<file path="src/core/psol_defs.vh">
// Constants for the position switch output logic.
`ifndef PSOL_DEFS_VH
`define PSOL_DEFS_VH
`define PSOL_CLK_HZ          25000000
`define PSOL_TOUCH_GONE_MS   5000
`define PSOL_TOUCH_GONE_CYC  ((`PSOL_CLK_HZ / 1000) * `PSOL_TOUCH_GONE_MS)
`define PSOL_LOCK_MS         3000
`define PSOL_LOCK_CYC        ((`PSOL_CLK_HZ / 1000) * `PSOL_LOCK_MS)
`define PSOL_PRESS_MIN_MS    100
`define PSOL_PRESS_MIN_CYC   ((`PSOL_CLK_HZ / 1000) * `PSOL_PRESS_MIN_MS)
`define PSOL_PRESS_MAX_MS    500
`define PSOL_PRESS_MAX_CYC   ((`PSOL_CLK_HZ / 1000) * `PSOL_PRESS_MAX_MS)
`define PSOL_HOLD_MS         2000
`define PSOL_HOLD_CYC        ((`PSOL_CLK_HZ / 1000) * `PSOL_HOLD_MS)
`define PSOL_LIFT_MS         2000
`define PSOL_LIFT_CYC        ((`PSOL_CLK_HZ / 1000) * `PSOL_LIFT_MS)
`define PSOL_ERR_HZ          4
`define PSOL_ERR_HALF_CYC    (`PSOL_CLK_HZ / (2 * `PSOL_ERR_HZ))
`define PSOL_LINK_HZ         2
`define PSOL_LINK_HALF_CYC   (`PSOL_CLK_HZ / (2 * `PSOL_LINK_HZ))
`define PSOL_OVL_HZ          8
`define PSOL_OVL_HALF_CYC    (`PSOL_CLK_HZ / (2 * `PSOL_OVL_HZ))
`define PSOL_POS_W           16
`define PSOL_UM_PER_LSB      10
`define PSOL_HYST_RST        16'h0032
`define PSOL_HYST_MIN        16'h0005
`define PSOL_HYST_MAX        16'h07D0
`define PSOL_CYL_HALF        16'h0096
`define PSOL_MODE_SINGLE     2'h0
`define PSOL_MODE_CYL        2'h1
`define PSOL_MODE_WINDOW     2'h2
`define PSOL_MODE_TWOPT      2'h3
`define PSOL_AOUT_W          12
`define PSOL_AOUT_FS         12'hFFF
`define PSOL_AOUT_4MA        12'h333
`endif

</file>
<file path="src/core/psol_keypad.v">
// Capacitive keypad timing: press, hold, lift, recalibration and lockout.
`timescale 1ns/1ps
`default_nettype none
`include "psol_defs.vh"
module psol_keypad #(
  parameter GONE_CYC  = `PSOL_TOUCH_GONE_CYC,
  parameter LOCK_CYC  = `PSOL_LOCK_CYC,
  parameter HOLD_CYC  = `PSOL_HOLD_CYC,
  parameter LIFT_CYC  = `PSOL_LIFT_CYC,
  parameter PMIN_CYC  = `PSOL_PRESS_MIN_CYC,
  parameter PMAX_CYC  = `PSOL_PRESS_MAX_CYC
) (
  input  wire       mclk,
  input  wire       resetn,
  input  wire       touch_sync,
  input  wire       drift_flag,
  input  wire       bad_unlock,
  output reg        key_press,
  output reg        key_hold,
  output reg        key_lift,
  output reg        recal_pulse,
  output reg        key_locked
);
  reg  [27:0] on_reg;
  reg  [27:0] off_reg;
  reg  [27:0] drift_reg;
  reg  [27:0] lock_reg;
  reg         cand_reg;
  reg         held_reg;
  reg         lifted_reg;
  reg         prev_reg;
  wire        touch = touch_sync & ~key_locked;

  always @(posedge mclk) begin
    if (!resetn) begin
      on_reg <= 28'h0000000;
      off_reg <= 28'h0000000;
      drift_reg <= 28'h0000000;
      lock_reg <= 28'h0000000;
      cand_reg <= 1'b0;
      held_reg <= 1'b0;
      lifted_reg <= 1'b1;
      prev_reg <= 1'b0;
      key_press <= 1'b0;
      key_hold <= 1'b0;
      key_lift <= 1'b0;
      recal_pulse <= 1'b0;
      key_locked <= 1'b0;
    end else begin
      key_press <= 1'b0;
      key_hold <= 1'b0;
      key_lift <= 1'b0;
      recal_pulse <= 1'b0;
      prev_reg <= touch;
      // A bad unlock restarts the lockout even while already locked.
      if (bad_unlock) begin
        key_locked <= 1'b1;
        lock_reg <= LOCK_CYC[27:0];
      end else if (key_locked) begin
        if (lock_reg <= 28'h0000001) begin
          key_locked <= 1'b0;
        end
        lock_reg <= lock_reg - 28'h0000001;
      end
      if (drift_flag) begin
        if (drift_reg == GONE_CYC[27:0] - 28'h0000001) begin
          recal_pulse <= 1'b1;
          drift_reg <= 28'h0000000;
        end else begin
          drift_reg <= drift_reg + 28'h0000001;
        end
      end else begin
        drift_reg <= 28'h0000000;
      end
      if (touch) begin
        off_reg <= 28'h0000000;
        lifted_reg <= 1'b0;
        if (!prev_reg) begin
          cand_reg <= (off_reg >= PMIN_CYC[27:0]) | lifted_reg;
          on_reg <= 28'h0000001;
        end else if (on_reg != 28'hFFFFFFF) begin
          on_reg <= on_reg + 28'h0000001;
        end
        if (on_reg == HOLD_CYC[27:0] && !held_reg) begin
          key_hold <= 1'b1;
          held_reg <= 1'b1;
        end
        if (on_reg == GONE_CYC[27:0]) begin
          recal_pulse <= 1'b1;
        end
      end else begin
        held_reg <= 1'b0;
        if (off_reg != 28'hFFFFFFF) begin
          off_reg <= off_reg + 28'h0000001;
        end
        if (prev_reg) begin
          cand_reg <= cand_reg & (on_reg >= PMIN_CYC[27:0]) & (on_reg <= PMAX_CYC[27:0]);
        end
        // The press is only reported once the release itself is long enough.
        if (off_reg == PMIN_CYC[27:0] && cand_reg) begin
          key_press <= 1'b1;
          cand_reg <= 1'b0;
        end
        if (off_reg == LIFT_CYC[27:0] && !lifted_reg) begin
          key_lift <= 1'b1;
          lifted_reg <= 1'b1;
        end
      end
    end
  end
endmodule // psol_keypad
`default_nettype wire

</file>
<file path="src/core/psol_top.v">
// Switching output, analog output and indicator lamps of the position sensor.
`timescale 1ns/1ps
`default_nettype none
`include "psol_defs.vh"
module psol_top #(
  parameter GONE_CYC = `PSOL_TOUCH_GONE_CYC,
  parameter LOCK_CYC = `PSOL_LOCK_CYC,
  parameter HOLD_CYC = `PSOL_HOLD_CYC,
  parameter LIFT_CYC = `PSOL_LIFT_CYC,
  parameter PMIN_CYC = `PSOL_PRESS_MIN_CYC,
  parameter PMAX_CYC = `PSOL_PRESS_MAX_CYC
) (
  input  wire        mclk,
  input  wire        resetn,
  input  wire [15:0] position,
  input  wire        sample_valid,
  input  wire        magnet_present,
  input  wire [15:0] working_range,
  input  wire [15:0] first_switch_point,
  input  wire [15:0] second_switch_point,
  input  wire [15:0] hyst_cfg,
  input  wire        hyst_load,
  input  wire [1:0]  mode_cfg,
  input  wire        mode_load,
  input  wire        mode_from_link,
  input  wire        switch_invert,
  input  wire        analog_invert,
  input  wire        current_select,
  input  wire        link_active,
  input  wire        link_cyclic,
  input  wire        dev_ready,
  input  wire        dev_error,
  input  wire        overload_pin,
  input  wire        touch_pin,
  input  wire        drift_pin,
  input  wire        bad_unlock,
  output reg         switch_out,
  output reg  [11:0] analog_level,
  output reg         analog_enable,
  output reg         lamp1_current,
  output reg         lamp1_voltage,
  output reg         second_indicator_lamp,
  output reg         magnet_in_range,
  output wire        key_press,
  output wire        key_hold,
  output wire        key_lift,
  output wire        recal_pulse,
  output wire        key_locked
);
  localparam ST_INIT  = 2'b01;
  localparam ST_VALID = 2'b10;

  reg  [1:0]  st_reg;
  reg  [1:0]  touch_s1_reg;
  reg  [1:0]  touch_s2_reg;
  reg  [1:0]  ovl_s1_reg;
  reg  [15:0] hyst_reg;
  reg  [1:0]  mode_reg;
  reg         norm_reg;
  reg         norm_next;
  reg  [22:0] err_cnt_reg;
  reg  [22:0] link_cnt_reg;
  reg  [22:0] ovl_cnt_reg;
  reg         err_blink_reg;
  reg         link_blink_reg;
  reg         ovl_blink_reg;
  reg  [11:0] level_next;
  wire [16:0] p  = {1'b0, position};
  wire [16:0] a1 = {1'b0, first_switch_point};
  wire [16:0] a2 = {1'b0, second_switch_point};
  wire [16:0] h  = {1'b0, hyst_reg};
  wire [16:0] cb = {1'b0, `PSOL_CYL_HALF};
  wire [16:0] lo_pt = (a1 < a2) ? a1 : a2;
  wire [16:0] hi_pt = (a1 < a2) ? a2 : a1;
  wire [31:0] scaled = position * {4'h0, `PSOL_AOUT_FS};
  wire [31:0] quot;
  wire [15:0] frac;
  wire [31:0] ma_span = frac * {4'h0, `PSOL_AOUT_FS - `PSOL_AOUT_4MA};
  // Dividing by full scale instead of shifting lets the current scale reach both ends exactly.
  wire [31:0] ma_div  = ma_span / 32'h00000FFF;

  // Band test with hysteresis: inside band or, if already active, inside widened band.
  function band;
    input [16:0] pos;
    input [16:0] lo;
    input [16:0] hi;
    input [16:0] hy;
    input        act;
    begin
      if (act) begin
        band = (pos + hy >= lo) && (pos <= hi + hy);
      end else begin
        band = (pos >= lo) && (pos <= hi);
      end
    end
  endfunction

  // A zero working range would divide by zero, so the output then rests at the level for position zero.
  assign quot = (working_range == 16'h0000) ? 32'h00000000 : scaled / {16'h0000, working_range};
  // Positions past the working range saturate at full scale.
  assign frac = (quot > 32'h00000FFF) ? 16'h0FFF : quot[15:0];

  always @(posedge mclk) begin
    if (!resetn) begin
      touch_s1_reg <= 2'b00;
      touch_s2_reg <= 2'b00;
      ovl_s1_reg <= 2'b00;
    end else begin
      touch_s1_reg <= {drift_pin, touch_pin};
      touch_s2_reg <= touch_s1_reg;
      ovl_s1_reg <= {ovl_s1_reg[0], overload_pin};
    end
  end

  psol_keypad #(
    .GONE_CYC (GONE_CYC),
    .LOCK_CYC (LOCK_CYC),
    .HOLD_CYC (HOLD_CYC),
    .LIFT_CYC (LIFT_CYC),
    .PMIN_CYC (PMIN_CYC),
    .PMAX_CYC (PMAX_CYC)
  ) u_keypad (
    .mclk        (mclk),
    .resetn      (resetn),
    .touch_sync  (touch_s2_reg[0]),
    .drift_flag  (touch_s2_reg[1]),
    .bad_unlock  (bad_unlock),
    .key_press   (key_press),
    .key_hold    (key_hold),
    .key_lift    (key_lift),
    .recal_pulse (recal_pulse),
    .key_locked  (key_locked)
  );

  // Configuration registers: hysteresis is clamped so bad link writes stay usable.
  always @(posedge mclk) begin
    if (!resetn) begin
      hyst_reg <= `PSOL_HYST_RST;
      mode_reg <= `PSOL_MODE_SINGLE;
    end else begin
      if (hyst_load) begin
        if (hyst_cfg < `PSOL_HYST_MIN) begin
          hyst_reg <= `PSOL_HYST_MIN;
        end else if (hyst_cfg > `PSOL_HYST_MAX) begin
          hyst_reg <= `PSOL_HYST_MAX;
        end else begin
          hyst_reg <= hyst_cfg;
        end
      end
      if (mode_load && (mode_cfg != `PSOL_MODE_TWOPT || mode_from_link)) begin
        mode_reg <= mode_cfg;
      end
    end
  end

  always @* begin
    norm_next = norm_reg;
    case (mode_reg)
      `PSOL_MODE_SINGLE: begin
        if (norm_reg) begin
          norm_next = p < a1;
        end else begin
          norm_next = p + h < a1;
        end
      end
      `PSOL_MODE_CYL: begin
        norm_next = band(p, (a1 > cb) ? a1 - cb : 17'h00000, a1 + cb, h, norm_reg);
      end
      `PSOL_MODE_WINDOW: begin
        norm_next = band(p, lo_pt, hi_pt, h, norm_reg);
      end
      `PSOL_MODE_TWOPT: begin
        if (p >= hi_pt) begin
          norm_next = 1'b1;
        end else if (p <= lo_pt) begin
          norm_next = 1'b0;
        end
      end
      default: begin
        norm_next = 1'b0;
      end
    endcase
  end

  // The switching state only moves on a fresh sample, so held values never chatter.
  always @(posedge mclk) begin
    if (!resetn) begin
      st_reg <= ST_INIT;
      norm_reg <= 1'b0;
      magnet_in_range <= 1'b0;
    end else begin
      case (st_reg)
        ST_INIT: begin
          if (sample_valid) begin
            st_reg <= ST_VALID;
            magnet_in_range <= magnet_present;
            norm_reg <= norm_next;
          end
        end
        ST_VALID: begin
          if (sample_valid) begin
            magnet_in_range <= magnet_present;
            norm_reg <= norm_next;
          end
        end
        default: begin
          st_reg <= ST_INIT;
        end
      endcase
    end
  end

  always @* begin
    if (current_select) begin
      level_next = `PSOL_AOUT_4MA + ma_div[11:0];
    end else begin
      level_next = frac[11:0];
    end
    if (analog_invert) begin
      if (current_select) begin
        level_next = `PSOL_AOUT_FS - ma_div[11:0];
      end else begin
        level_next = `PSOL_AOUT_FS - frac[11:0];
      end
    end
  end

  always @(posedge mclk) begin
    if (!resetn) begin
      err_cnt_reg <= 23'h000000;
      link_cnt_reg <= 23'h000000;
      ovl_cnt_reg <= 23'h000000;
      err_blink_reg <= 1'b0;
      link_blink_reg <= 1'b0;
      ovl_blink_reg <= 1'b0;
      switch_out <= 1'b0;
      analog_level <= 12'h000;
      analog_enable <= 1'b0;
      lamp1_current <= 1'b0;
      lamp1_voltage <= 1'b0;
      second_indicator_lamp <= 1'b0;
    end else begin
      if (err_cnt_reg == `PSOL_ERR_HALF_CYC - 1) begin
        err_cnt_reg <= 23'h000000;
        err_blink_reg <= ~err_blink_reg;
      end else begin
        err_cnt_reg <= err_cnt_reg + 23'h000001;
      end
      if (link_cnt_reg == `PSOL_LINK_HALF_CYC - 1) begin
        link_cnt_reg <= 23'h000000;
        link_blink_reg <= ~link_blink_reg;
      end else begin
        link_cnt_reg <= link_cnt_reg + 23'h000001;
      end
      if (ovl_cnt_reg == `PSOL_OVL_HALF_CYC - 1) begin
        ovl_cnt_reg <= 23'h000000;
        ovl_blink_reg <= ~ovl_blink_reg;
      end else begin
        ovl_cnt_reg <= ovl_cnt_reg + 23'h000001;
      end
      switch_out <= norm_reg ^ switch_invert;
      analog_enable <= dev_ready & ~link_cyclic;
      analog_level <= (link_cyclic) ? 12'h000 : level_next;
      // Lamp one shows readiness; the link blink overrides the steady colour.
      lamp1_current <= dev_ready & current_select & (~link_active | link_blink_reg);
      lamp1_voltage <= dev_ready & ~current_select & (~link_active | link_blink_reg);
      if (dev_error) begin
        second_indicator_lamp <= err_blink_reg;
      end else if (ovl_s1_reg[1]) begin
        second_indicator_lamp <= ovl_blink_reg;
      end else begin
        second_indicator_lamp <= (norm_reg ^ switch_invert) | magnet_in_range;
      end
    end
  end
endmodule // psol_top
`default_nettype wire

</file>
<file path="config.mk">
export PLATFORM = sky130hd
export DESIGN_NAME = psol_top
export DESIGN_NICKNAME = d
export VERILOG_FILES = /design/src/core/psol_keypad.v /design/src/core/psol_top.v
export VERILOG_INCLUDE_DIRS = /design/src /design/src/core
export SDC_FILE = /design/constraint.sdc
export NUM_CORES = 2
export LEC_CHECK = 0
export BUFFER_PORTS_ARGS = -buffer_cell sky130_fd_sc_hd__buf_2
export CAP_MARGIN = 30
export CELL_PAD_IN_SITES_DETAIL_PLACEMENT = 1
export CELL_PAD_IN_SITES_GLOBAL_PLACEMENT = 1
export CORE_MARGIN = 5
export CORE_UTILIZATION = 53
export DETAILED_ROUTE_END_ITERATION = 6
export MAX_ROUTING_LAYER = met4
export PLACE_DENSITY_LB_ADDON = 0.1
export SYNTH_ARGS = -nofsm -noshare
export SYNTH_HDL_FRONTEND = slang
export SYNTH_HIERARCHICAL = 1
export SYNTH_SLANG_ARGS = --single-unit
export TNS_END_PERCENT = 30
</file>
<file path="constraint.sdc">
create_clock -name mclk -period 197.1 [get_ports mclk]
set_clock_uncertainty 0.1 [all_clocks]
set_input_delay 0 -clock mclk [delete_from_list [all_inputs] [get_ports mclk]]
set_output_delay 0 -clock mclk [all_outputs]
set_load 0.1 [all_outputs]
</file>
# ---- Word level (Yosys, flattened, before mapping)
# Cells that the tools add are included.
dict set report word_totals {
  ff_bits 238
  latch_bits 0
  mem_bits_rw 0
  rom_bits 0
  inputBits 100
  out_inout_bits 23
  elab_cells 186
  memories 0
}
dict set report op_classes {
  n_addsub 15
  mul 2
  n_div 2
  n_lt_le_gt_ge 21
  n_eq_ne 20
  n_shift 0
  muxes 40
  n_bitwise 22
  reduce_logical 30
}
# op n
set ops {}
lappend ops {{28-bit by 1-bit adder with 28-bit output, second input constant} 3}
lappend ops {{16-bit 2-to-1 mux} 5}
lappend ops {{23-bit by 1-bit adder with 23-bit output, second input constant} 3}
lappend ops {{28-bit by 26-bit == test with 1-bit output, second input constant} 2}
lappend ops {{28-bit by 27-bit == test with 1-bit output, second input constant} 2}
lappend ops {{28-bit by 22-bit >= comparator with 1-bit output, second input constant} 2}
lappend ops {{28-bit 2-to-1 mux} 2}
lappend ops {{28-bit inequality test, second input constant} 2}
lappend ops {{27-bit 2-to-1 mux} 2}
lappend ops {{16-bit by 17-bit <= comparator with 1-bit output} 3}
lappend ops {{12-bit 2-to-1 mux} 3}
lappend ops {{16-bit by 16-bit adder with 17-bit output} 2}
lappend ops {{28-bit by 12-bit divider with 32-bit output, second input constant} 1}
lappend ops {{28-bit by 16-bit divider with 32-bit output} 1}
lappend ops {{16-bit >= comparator} 2}
lappend ops {{32-bit by 12-bit greater-than comparator with 1-bit output, second input constant} 1}
lappend ops {{16-bit <= comparator} 2}
lappend ops {{16-bit < comparator} 2}
lappend ops {{32-bit 2-to-1 mux} 1}
lappend ops {{28-bit by 22-bit == test with 1-bit output, second input constant} 1}
lappend ops {{28-bit by 1-bit <= comparator with 1-bit output, second input constant} 1}
lappend ops {{28-bit by 24-bit <= comparator with 1-bit output, second input constant} 1}
lappend ops {{16-bit by 12-bit multiplier with 28-bit output, second input constant} 1}
lappend ops {{28-bit by 1-bit subtractor with 28-bit output, second input constant} 1}
lappend ops {{40 further kinds} 106}

# ---- Longest topological paths before layout
dict set report logic_depth {
  depth_word 10
  ltp_mapped 597
  mapped_depth_nobuf 545
}

# ---- By module
# The synthesis kept the hierarchy.
# mod n_inst cells_each area_per_inst_um2 seq_area_each_um2
set modules_own_cells {}
lappend modules_own_cells {psol_top 1 7023 51007.7 2342.2}
lappend modules_own_cells {psol_keypad 1 698 5835.6 2422.3}

# ---- Worst setup path after synthesis
# No wires, ideal clock.
dict set report synth_path {
  kind {input to register}
  startpoint {input port position[5]}
  endpoint {register analog_level[10]}
  setup_time_ps 128
  arrival_ps 114525
  required_time_ps 196872
  setup_slack_ps 82348
  path_stages 568
  path_buffers 48
  path_cell_list {fa_1 inv_1 fa_1 fa_1 inv_1 fa_1 inv_1 fa_1 inv_1 ha_1 a21o_1 a21oi_1 nor2b_1 a311oi_1 o22a_1 a31oi_1 o41ai_1 nor2_1 [... 532 more ...] nand3_1 a41oi_1 or3_1 a2111oi_4 mux2_2 inv_1 ha_1 nand2b_1 nor2_1 and3_1 mux2i_1 nor2_1 ha_1 o31ai_1 a2111oi_0 xnor2_1 a21oi_1 nor2_1}
}
dict set report synth_between {
  elab_chain_cells 10
  elab_cells_between_ends 13
  classes_between {3 x add/sub; 2 x mul; 2 x div; 1 x order compare; 5 x mux}
}
# item line
set synth_rtl {}
lappend synth_rtl {{from (decl)} psol_top.v:15} ;# input wire [15:0] position,
lappend synth_rtl {{16-bit by 12-bit multiplier with 28-bit output *} psol_top.v:75} ;# wire [31:0] scaled = position * {4'h0, `PSOL_AOUT_FS};
lappend synth_rtl {{28-bit by 16-bit divider with 32-bit output *} psol_top.v:99} ;# assign quot = (working_range == 16'h0000) ? 32'h00000000 : scaled / {16'h0000, working_range};
lappend synth_rtl {{32-bit 2-to-1 mux *} psol_top.v:99}
lappend synth_rtl {{32-bit by 12-bit greater-than comparator with 1-bit output} psol_top.v:101} ;# assign frac = (quot > 32'h00000FFF) ? 16'h0FFF : quot[15:0];
lappend synth_rtl {{16-bit 2-to-1 mux *} psol_top.v:101}
lappend synth_rtl {{16-bit by 10-bit multiplier with 26-bit output} psol_top.v:78} ;# wire [31:0] ma_span = frac * {4'h0, `PSOL_AOUT_FS - `PSOL_AOUT_4MA};
lappend synth_rtl {{28-bit by 12-bit divider with 32-bit output} psol_top.v:80} ;# wire [31:0] ma_div = ma_span / 32'h00000FFF;
lappend synth_rtl {{10-bit by 12-bit adder with 12-bit output (no source line) or 12-bit subtractor (tied branches)} -}
lappend synth_rtl {{12-bit 2-to-1 mux (on tied branches)} {psol_top.v:214, psol_top.v:220}}
lappend synth_rtl {{12-bit 2-to-1 mux *} psol_top.v:219} ;# if (analog_invert) begin
lappend synth_rtl {{to (signal assigned)} psol_top.v:263} ;# analog_level <= (link_cyclic) ? 12'h000 : level_next;
lappend synth_rtl {{to (decl)} psol_top.v:38} ;# output reg [11:0] analog_level,
# Mark *: on every way between the ends. The rest lies on a longest branch, timed or not.
# A chain may end at the register's enable or synchronous reset.

# ---- Worst setup path after layout
dict set report layout_path {
  startpoint {input port position[1]}
  endpoint {register analog_level[10]}
}
# Same word-level chain as after synthesis.

==> results.toml <==
[yosys]
syn_area_per_cell_um2 = 7.36
synth.distinct_cells = 142
synth_edf_count = 0
netlist_area_um2 = 56800
ys_seq_area_frac = 0.0838
synthArstFlopShare = 0
synthFlopType = "dfxtp_1"
synthCells = 7721
synth_seq_cells = 238
yosys_warnings = 6

[timing]
hold_violations = 0
fin_crit_ns = 131.37
slew_violations = 0
max_freq_mhz = 7.61
setup_viol = 0
rsz0062_at_grt = "no"
slew_headroom = 0.161
worstMarginPinSlew_ns = 1.26
fin_setup_tns_ns = 0
post-route-period-util = 0.667

[detailed_routing]
drc = 0
routedWlPerCell_um = 22.6
firstDrtPassIters = 5
drtIter0Drc = 3814
ant_nets = 0
wl_um = 208000
vias_per_cell = 6.67
vias = 61400

[outcome]
status = "finished clean"

[clocking]
cts-resized-gates = 0
clock-sinks = 238
tritoncts = "built"
post_cts_buffers = 0
cts_buffer_depth = 3
clkTransAtPathRegs_ns = 0.07
cts_made_buffers = 25
cts-root-buf = "clkbuf_16"
clk_latency_ns = 0.60
htree_levels = 1

[worst_setup_path]
path_max_fanout = 34
r2r-end = "norm_reg"
r2r-start = "hyst_reg[1]"
critPathCapture = "analog_level[10]"
cpPeakStageDelay_ns = 0.88
critPathArrivalTime_ns = 131.72
critPathKind = "input port to flop"
startpoint_type = "input port"
r2r_setup_slack_ns = 190.98
cp-end-kind = "flop"
crit_slowest_cell = "or4_1"
cp_common_cell = "o21a_1"
reg2reg_depth = 25
crit_required_ns = 197.44
critPathLaunch = "position[1]"

[final_layout]
drive_gt1_frac = 0.0747
fill_cells = 13800
final_cell_count_no_fill = 9206
mostFrequentLayoutCells = "nor2_1, ha_1, nand2_1"
area_delta_synth_final_pct = 6.00
nets = 8802
mostFrequentLayoutCell = "nor2_1"

[global_routing]
overflow = 0
grt_pass1_vias = 64100
grt_util_all_layers = 0.360
antenna_found_initial = 3
grt_max_degree = 63
grt_pass1_wl_um = 334000

[placement]
gp_congestion = 0.972
placed_cells = 9105
dp_hpwl_um = 163000
io_buffers = 122

[floorplanning]
rows = 120
die_area_um2 = 114000
dieWidth_um = 337
core_area_um2 = 107000
die_y_um = 337
io_pins = 123
floorplan.initialDensity = 0.532

[min_path]
hold_path_class = "input port to flop"

[run]
maxCapViolations = 0
kinds of logic after synthesis:
logic type,after synthesis,synth area share
buffers and inverters,695,0.0478
muxes,143,0.0275
other,2,0.000132
xor gates and xnor gates,474,0.0732
adders and majority gates,922,0.222
AOI/OAI and AO/OA,2237,0.278
DFF,238,0.0838
and+or+nand+nor,3010,0.268
synthesized netlist by cell type, drive strengths merged (64+ instances only):
cell,number,share of area
a21oi,506,0.045
nand2b,126,0.014
nor3,408,0.037
nand4,146,0.016
o21ai,365,0.033
fa,141,0.050
a31oi,69,0.0083
dfxtp,238,0.084
nand3,227,0.020
nor2,791,0.052
and2,95,0.010
a21o,169,0.022
clkbuf,161,0.011
o31ai,133,0.018
nor4,107,0.013
or3,78,0.0088
or2,103,0.011
and3,88,0.0098
nand2,568,0.038
inv,469,0.031
nor2b,91,0.010
xnor2,313,0.048
mux2,95,0.019
o211ai,65,0.0089
a211oi,76,0.011
xor2,161,0.025
o21a,280,0.037
buf,64,0.0062
ha,780,0.17
metal layers:
| metal | global-route usage | vias up | routed length (um) |
|---|---|---|---|
| met3 | 0.0361 | 633 | 9320 |
| met2 | 0.636 | 1714 | 103000 |
| met1 | 0.420 | 30300 | 86600 |
| li1 | - | 28800 | - |
| met5 | - | - | 0 |
| met4 | 0.144 | 0 | 9390 |
what timing repair did:
action                     CTS  global route
hold endpoints to repair    52             0
hold buffers                50             0
setup endpoints to repair    0             0
cell type report:
type                            count  area, um^2  share of cell area
Timing Repair Buffer              236        1640              0.0273
Inverter                          470        1760              0.0293
Clock buffer                       31         678              0.0113
Antenna cell                        3        7.51            0.000125
Sequential cell                   238        4760              0.0791
Multi-Input combinational cell   6810       49500               0.821
Clock inverter                     15         145             0.00241
Tap cell                         1403        1760              0.0291
worst min path at each step:
stage / depth (start not counted) / from / end
detailed placement: 2 / overload_pin / ovl_s1_reg[0]
global placement: 2 / overload_pin / ovl_s1_reg[0]
CTS: 3 / hyst_load / hyst_reg[13]
global route: 4 / link_active / lamp1_voltage
finish: 4 / link_active / lamp1_voltage
floorplan: 1 / mode_load / mode_reg[1]
per-stage QoR:
stage / util / setup WS (ns) / hold slack, ns / area, um^2
after global placement: 0.551 / 73.15 / 0.112 / 58800
final: 0.564 / 65.73 / 0.0253 / 60300
after CTS: 0.564 / 67.97 / 0.0276 / 60200
after detailed placement: 0.552 / 67.91 / 0.112 / 58900
after global routing: 0.564 / 56.56 / 0.0682 / 60300
after floorplan: - / 82.35 / 0.0000778 / 56900
worst max-delay path: cells and delay by family:
family | cells | cell delay [ns]
mux | 9 | 2.99
compound gates | 326 | 80.19
buf+inv | 29 | 4.30
xor+xnor | 4 | 0.95
fa+ha+maj | 42 | 14.91
simple gates | 120 | 28.21
Power is left out: the tool's default activity adds up to more than one toggle a clock period on the data nets, which glitch-free logic cannot reach.
